[config.mk]
export PLATFORM = sky130hd
export DESIGN_NAME = podc_top
export DESIGN_NICKNAME = d
export VERILOG_FILES = /design/src/hw/podc_pkg.sv /design/src/hw/podc_top.sv /design/src/hw/podc_channel.sv
export SDC_FILE = /design/constraint.sdc
export NUM_CORES = 1
export LEC_CHECK = 0
export BUFFER_PORTS_ARGS = -buffer_cell sky130_fd_sc_hd__buf_2
export CAP_MARGIN = 20
export CORE_ASPECT_RATIO = 0.6
export CORE_MARGIN = 5
export CORE_UTILIZATION = 35
export CTS_CLUSTER_DIAMETER = 80
export DETAILED_ROUTE_END_ITERATION = 10
export GPL_TIMING_DRIVEN = 0
export PLACE_DENSITY = 0.62
export SYNTH_ARGS = -nofsm -noshare
export SYNTH_HDL_FRONTEND = slang
export SYNTH_SLANG_ARGS = --single-unit
export TNS_END_PERCENT = 20
[constraint.sdc]
create_clock -name sys_clk_in -period 2.78 [get_ports sys_clk_in]
set_input_delay 0.278 -clock sys_clk_in [delete_from_list [all_inputs] [get_ports sys_clk_in]]
set_output_delay 0.278 -clock sys_clk_in [all_outputs]
set_load 0.005 [all_outputs]
[src/hw/podc_pkg.sv]
package podc_pkg;
	// Number of half-bridges served by default
	localparam int NUM_BRIDGES   = 12;
	// Comparator results must stand this many cycles to count as a detection
	localparam int DEGLITCH_CYC  = 4;
	localparam int DEGLITCH_W    = 3;
	// Reset values of control outputs
	localparam logic RST_FAULT_N = 1'h1;
	localparam logic RST_SWITCH  = 1'h0;
	localparam logic RST_FLAG    = 1'h0;

	typedef enum logic [1:0] {
		PODC_IDLE  = 2'h0,
		PODC_TEST  = 2'h1,
		PODC_BLOCK = 2'h3
	} podc_state_t;
endpackage

[src/hw/podc_top.sv]
`timescale 1ns/1ps
`default_nettype none
// Notes on behaviour
// - Global and bridge passive enables set: output Hi-Z, side bits steer switches.
// - Bridge passive enable clear: switches open, output follows side bits.
// - Passive, low side only: pull-down switch closed, pull-up open.
// - Passive, high side only: pull-up switch closed, pull-down open.
// - Passive with equal side bits: both switches open, output Hi-Z.
// - Global enable arms detection on every passive bridge with exactly one side bit set.
// - Clearing bridge passive enable returns bridge to normal driving.
// - Detection sets chip open-load flag, channel flag, pulls fault low.
// - Open-load flag holds until clear-faults command.
// - Active-diagnosis disable bits do not block passive sequence.
// - Other faults present (not overcurrent/open-load) block sequence start.
// - Report control bit gates fault pin for passive results too.
// - Keep-driving-on-open-load setting ignored during passive diagnosis.
// - Strong-pull bit selects smaller test resistance for supply loads.
// - Tested outputs stay off; diagnosis runs before driving.
// - Recovery needs only clear-faults in a cycle with no detection.
module podc_top #(
	parameter int NB = podc_pkg::NUM_BRIDGES
) (
	input  wire logic          sys_clk_in,
	input  wire logic          rst_in,
	input  wire logic          global_passive_diag_enable_in,
	input  wire logic [NB-1:0] bridge_passive_diag_enable_in,
	input  wire logic [NB-1:0] high_side_enable_in,
	input  wire logic [NB-1:0] low_side_enable_in,
	input  wire logic [NB-1:0] supply_load_strong_pull_in,
	input  wire logic [NB-1:0] active_diag_disable_in,
	input  wire logic          open_load_report_ctrl_in,
	input  wire logic          keep_driving_on_open_load_in,
	input  wire logic          clear_faults_cmd_in,
	input  wire logic          other_fault_in,
	input  wire logic [NB-1:0] high_side_comparator_out_in,
	input  wire logic [NB-1:0] low_side_comparator_out_in,
	output logic      [NB-1:0] high_side_gate_out,
	output logic      [NB-1:0] low_side_gate_out,
	output logic      [NB-1:0] pullup_test_switch_out,
	output logic      [NB-1:0] pulldown_test_switch_out,
	output logic      [NB-1:0] strong_pull_select_out,
	output logic               passive_active_out,
	output logic               open_load_flag_out,
	output logic      [NB-1:0] high_side_open_flag_out,
	output logic      [NB-1:0] low_side_open_flag_out,
	output logic               fault_out_n
);
	podc_pkg::podc_state_t state_q;
	logic                  test_active;
	logic [NB-1:0]         hs_det;
	logic [NB-1:0]         ls_det;
	logic                  any_det;

	// Sequence state; active-diagnosis disable and keep-driving bits
	// deliberately play no part here
	always_ff @(posedge sys_clk_in) begin
		if (rst_in) begin
			state_q <= podc_pkg::PODC_IDLE;
		end else begin
			case (state_q)
				podc_pkg::PODC_IDLE: begin
					if (global_passive_diag_enable_in && other_fault_in) begin
						state_q <= podc_pkg::PODC_BLOCK;
					end else if (global_passive_diag_enable_in) begin
						state_q <= podc_pkg::PODC_TEST;
					end
				end
				podc_pkg::PODC_TEST: begin
					if (!global_passive_diag_enable_in) begin
						state_q <= podc_pkg::PODC_IDLE;
					end
				end
				// Refused sequence waits for the global enable to drop
				podc_pkg::PODC_BLOCK: begin
					if (!global_passive_diag_enable_in) begin
						state_q <= podc_pkg::PODC_IDLE;
					end
				end
				default: state_q <= podc_pkg::PODC_IDLE;
			endcase
		end
	end

	assign test_active = state_q == podc_pkg::PODC_TEST;

	always_ff @(posedge sys_clk_in) begin
		if (rst_in) begin
			passive_active_out     <= 1'h0;
			strong_pull_select_out <= '0;
		end else begin
			passive_active_out     <= test_active;
			strong_pull_select_out <= supply_load_strong_pull_in;
		end
	end

	genvar gi;
	generate
		for (gi = 0; gi < NB; gi++) begin : g_ch
			podc_channel u_ch (
				.sys_clk_in                    (sys_clk_in),
				.rst_in                        (rst_in),
				.test_active_in                (test_active),
				.bridge_passive_diag_enable_in (bridge_passive_diag_enable_in[gi]),
				.high_side_enable_in           (high_side_enable_in[gi]),
				.low_side_enable_in            (low_side_enable_in[gi]),
				.high_side_comparator_out_in   (high_side_comparator_out_in[gi]),
				.low_side_comparator_out_in    (low_side_comparator_out_in[gi]),
				.high_side_gate_out            (high_side_gate_out[gi]),
				.low_side_gate_out             (low_side_gate_out[gi]),
				.pullup_test_switch_out        (pullup_test_switch_out[gi]),
				.pulldown_test_switch_out      (pulldown_test_switch_out[gi]),
				.high_side_detect_out          (hs_det[gi]),
				.low_side_detect_out           (ls_det[gi])
			);
		end
	endgenerate

	assign any_det = |{hs_det, ls_det};

	// Sticky flags: a detection in the clear cycle wins over the clear
	always_ff @(posedge sys_clk_in) begin
		if (rst_in) begin
			open_load_flag_out      <= podc_pkg::RST_FLAG;
			high_side_open_flag_out <= '0;
			low_side_open_flag_out  <= '0;
		end else if (clear_faults_cmd_in) begin
			open_load_flag_out      <= any_det;
			high_side_open_flag_out <= hs_det;
			low_side_open_flag_out  <= ls_det;
		end else begin
			open_load_flag_out      <= open_load_flag_out | any_det;
			high_side_open_flag_out <= high_side_open_flag_out | hs_det;
			low_side_open_flag_out  <= low_side_open_flag_out | ls_det;
		end
	end

	// Report bit set keeps the fault pin quiet; status flags still latch
	always_ff @(posedge sys_clk_in) begin
		if (rst_in) begin
			fault_out_n <= podc_pkg::RST_FAULT_N;
		end else if (open_load_report_ctrl_in) begin
			fault_out_n <= 1'h1;
		end else if (clear_faults_cmd_in) begin
			fault_out_n <= ~any_det;
		end else begin
			fault_out_n <= ~(any_det | ~fault_out_n);
		end
	end
endmodule
`default_nettype wire

[src/hw/podc_channel.sv]
`timescale 1ns/1ps
`default_nettype none
// One half-bridge: switch steering, output gating and comparator deglitch
module podc_channel (
	input  wire logic sys_clk_in,
	input  wire logic rst_in,
	input  wire logic test_active_in,
	input  wire logic bridge_passive_diag_enable_in,
	input  wire logic high_side_enable_in,
	input  wire logic low_side_enable_in,
	input  wire logic high_side_comparator_out_in,
	input  wire logic low_side_comparator_out_in,
	output logic      high_side_gate_out,
	output logic      low_side_gate_out,
	output logic      pullup_test_switch_out,
	output logic      pulldown_test_switch_out,
	output logic      high_side_detect_out,
	output logic      low_side_detect_out
);
	logic                             passive;
	logic                             pu_sel;
	logic                             pd_sel;
	logic [podc_pkg::DEGLITCH_W-1:0]  hs_cnt_q;
	logic [podc_pkg::DEGLITCH_W-1:0]  ls_cnt_q;

	assign passive = bridge_passive_diag_enable_in;
	// Equal side enables select neither switch
	assign pu_sel = high_side_enable_in & ~low_side_enable_in;
	assign pd_sel = low_side_enable_in & ~high_side_enable_in;

	always_ff @(posedge sys_clk_in) begin
		if (rst_in) begin
			high_side_gate_out       <= 1'h0;
			low_side_gate_out        <= 1'h0;
			pullup_test_switch_out   <= podc_pkg::RST_SWITCH;
			pulldown_test_switch_out <= podc_pkg::RST_SWITCH;
		end else begin
			// Passive bridge stays Hi-Z even while the global enable is low
			high_side_gate_out <= ~passive & high_side_enable_in;
			low_side_gate_out  <= ~passive & low_side_enable_in;
			pullup_test_switch_out   <= passive & test_active_in & pu_sel;
			pulldown_test_switch_out <= passive & test_active_in & pd_sel;
		end
	end

	// Counter saturates; filters comparator chatter while switches settle
	always_ff @(posedge sys_clk_in) begin
		if (rst_in || !(passive && test_active_in && pu_sel)) begin
			hs_cnt_q <= '0;
		end else if (high_side_comparator_out_in &&
			hs_cnt_q != podc_pkg::DEGLITCH_W'(podc_pkg::DEGLITCH_CYC)) begin
			hs_cnt_q <= hs_cnt_q + 1'h1;
		end else if (!high_side_comparator_out_in) begin
			hs_cnt_q <= '0;
		end
	end

	always_ff @(posedge sys_clk_in) begin
		if (rst_in || !(passive && test_active_in && pd_sel)) begin
			ls_cnt_q <= '0;
		end else if (low_side_comparator_out_in &&
			ls_cnt_q != podc_pkg::DEGLITCH_W'(podc_pkg::DEGLITCH_CYC)) begin
			ls_cnt_q <= ls_cnt_q + 1'h1;
		end else if (!low_side_comparator_out_in) begin
			ls_cnt_q <= '0;
		end
	end

	// Invalid combinations never arm a counter, so they never detect
	assign high_side_detect_out =
		hs_cnt_q == podc_pkg::DEGLITCH_W'(podc_pkg::DEGLITCH_CYC);
	assign low_side_detect_out =
		ls_cnt_q == podc_pkg::DEGLITCH_W'(podc_pkg::DEGLITCH_CYC);
endmodule
`default_nettype wire

==> impl_results.md <==
* Status: finished clean
* Clock transition at path regs at 0.06 ns
* Setup Total Neg Slack at 0 ns
* CTS Buf Count at 17
* Tot GR Track Use at 14.6%
* Hold Crit Start: bridge_passive_diag_enable_in[6]
* Residual DRC count at 0
* Max-Cap Viols at 0
* Worst Hold Slack at 0.0535 ns
* Worst R2R Setup Slack at 0.87 ns
* CTS tree: built
* Final setup vio count at 0
* WS Path Type: reg2reg
* Number of setup buffers added after CTS at 0
* Post-synth EDFFs at 0
* Resize count post-CTS at 0
* Async S/R FF share, synth at 0%
* Syn Nets at 844
* CP endpoint kind: register
* Post-synth top area share at 48.4%
* Final #Nets at 1026
* I/O Buffers at 163
* # H-tree levels at 4
* Fmax at 0.522 GHz
* Worst skew pair latency at 0.42 ns
* Part of the cycle the worst path needs at 68.9%
* Cell row count at 39
* Top post-synthesis cells by area: dfxtp_1, ha_1, buf_4, nand2_1, nor2_1
* Ports at 178
* Dpl cells at 1114
* Power Dens Cells at 574 mW/mm^2
* Antenna violations before repair at 1
* Layout cell share with drive strength beyond 1 at 31.3%
* Via count at 5011
* First-pass GRT wire length at 24700 um
* Ant diodes at 0
* Yosys reg bits at 161
* Core box area at 0.0189 sq mm
* Post-route insts no fill at 1146
* Most frequent cell after synthesis: dfxtp_1
* Initial detailed-routing violation count at 194
* Critical path data arrival time at 2.27 ns
* Slew Viols, Final at 0
* Largest net degree at the start of global routing at 17
* Ys Warns at 0
* Worst hold path type: in2reg
* Root Driver: clkbuf_16
* Syn_area_per_cell at 9.45 sq um
* Minimum clock period at 1.91 ns
* Fill count at 1867
* Clock Skew at 0.00711 ns
* Total area of sequential cells at 0.00322 sq mm
* Area of the multi-input gates at 0.00283 sq mm
* Per-cell routed wire length at 13.9 um
* Post-CTS Hold Fix Bufs at 0
* Die ar. at 0.0220 sq mm
* Hold EP: g_ch[6].u_ch.high_side_gate_out
* Clock buffer depth at 2
* Worst Reg-to-Reg Cells at 6
* Share of the yosys chip area belonging to registers at 48.4%
* Netlist cell types at 25
* Reg2reg start: g_ch[2].u_ch.ls_cnt_q[0]
* Die width at 188 um
* VDD IR max at 0.000394 V
* Initial Util at 35.3%
* Grt total ovfl at 0
* Dpl hpwl at 12500 um
* Lkg Pwr at 0.00358 uW
* Synth Instances at 705
* Sink Count at 161
* Vias per cell at 4.37
* Vias in the first global route at 4622
* Startpoint types: register
* Unrepaired setup endpoints after global routing: false
* Final-report hold violation count at 0
* Die Y at 117 um
* Slew at the pin closest to its max-slew limit at 0.624 ns
* WP data required at 3.14 ns
* Post-Syn Area at 0.00666 sq mm
* R2R Path End: fault_out_n
* Post-synth top cells: dfxtp_1, nand2_1, nor2_1
* DRT antenna net count at 0
* CP Max Fanout at 4
* Routed wire length at 15900 um
* Max transition margin at 58.4%
* DRT Pass-1 Iters at 4
* Dominant cell type by area after synthesis: dfxtp_1
* Placer Congestion at 0.774
* Top_reg_cell synth: dfxtp_1
* Synth-to-layout area growth at 25.2%
* Worst hold path depth at 2
power by group:
| part | internal (uW) | switching, uW |
|---|---|---|
| registers | 2340 | 9.74 |
| clock network | 1310 | 915 |
| logic | 112 | 97.4 |
cells by family after synthesis:
| logic type | Yosys count | share of synthesized area, % |
|---|---|---|
| AO/OA/AOI/OAI | 51 | 3.96 |
| XOR/XNOR | 24 | 3.16 |
| adder cells (fa/ha/maj) | 48 | 9.02 |
| buffers and inverters | 107 | 9.07 |
| flip-flops | 161 | 48.4 |
| AND/OR/NAND/NOR | 314 | 26.4 |
critical path, cell delays in order (launching register included):
cell and delay (ns):
dfxtp_1 0.37, inv_1 0.06, ha_1 0.22, nand2_1 0.18, nand4_1 0.26, nor4_1 0.52
a311o_1 0.24
layer usage:
layer / vias to the layer above / global-route usage, % / share of wire (%) / wire length [um]
met4: 0 / 5.38 / 1.4 / 219
li1: 2618 / - / - / -
met3: 16 / 3.44 / 3.7 / 596
met2: 80 / 21.2 / 43 / 6820
met1: 2297 / 21.0 / 52 / 8300
met5: - / 0 / 0 / 0
per-stage QoR:
stage	utilization, %	cell area (sq um)	power [uW]	setup WS [ns]
after floorplan	-	6660	2490	1.38
final	44.2	8340	4780	0.865
after CTS	44.2	8340	4860	0.819
after global placement	41.2	7780	2610	0.872
after detailed placement	41.2	7780	2610	0.852
after global routing	44.2	8340	4980	0.667
flip-flops by register name, summed over array words and instances, names as in the netlist, 2 cells and up:
name	count
g_ch.u_ch.hs_cnt_q	36
g_ch.u_ch.ls_cnt_q	36
g_ch.u_ch.high_side_gate_out	12
g_ch.u_ch.low_side_gate_out	12
g_ch.u_ch.pulldown_test_switch_out	12
g_ch.u_ch.pullup_test_switch_out	12
high_side_open_flag_out	12
low_side_open_flag_out	12
strong_pull_select_out	12
state_q	2
how the worst max path moves through the flow:
stage / depth (start not counted) / start / to
floorplan: 6 / g_ch[4].u_ch.hs_cnt_q[0] / fault_out_n
global placement: 6 / g_ch[2].u_ch.ls_cnt_q[0] / fault_out_n
detailed placement: 6 / g_ch[2].u_ch.ls_cnt_q[0] / fault_out_n
CTS: 6 / g_ch[2].u_ch.ls_cnt_q[0] / fault_out_n
global route: 6 / g_ch[2].u_ch.ls_cnt_q[0] / open_load_flag_out
finish: 6 / g_ch[2].u_ch.ls_cnt_q[0] / fault_out_n
final cells by class:
cell class | instances | area share (%)
Sequential cell | 161 | 38.6
Multi-Input combinational cell | 437 | 34.0
Timing Repair Buffer | 163 | 9.78
Clock buffer | 21 | 5.28
Buffer | 59 | 5.09
Tap cell | 246 | 3.69
Inverter | 48 | 2.16
Clock inverter | 11 | 1.38
placed cells by master (no fill, tap or decap), drive strengths merged:
cell type  netlist  routed
a21oi           48      48
a311o            1       1
a31oi            1       1
and4b           24      24
buf             51     214
bufinv           0       2
clkbuf           8      29
clkinv           0       5
clkinvlp         0       4
dfxtp          161     161
ha              48      48
inv             48      48
nand2           96      96
nand2b          25      25
nand3           24      24
nand4            6       6
nor2            73      73
nor2b           14      14
nor3            24      24
nor3b           26      26
nor4             1       1
o21a             1       1
or2              1       1
xnor2           24      24
No activity file was read; power rests on OpenSTA's default activity.
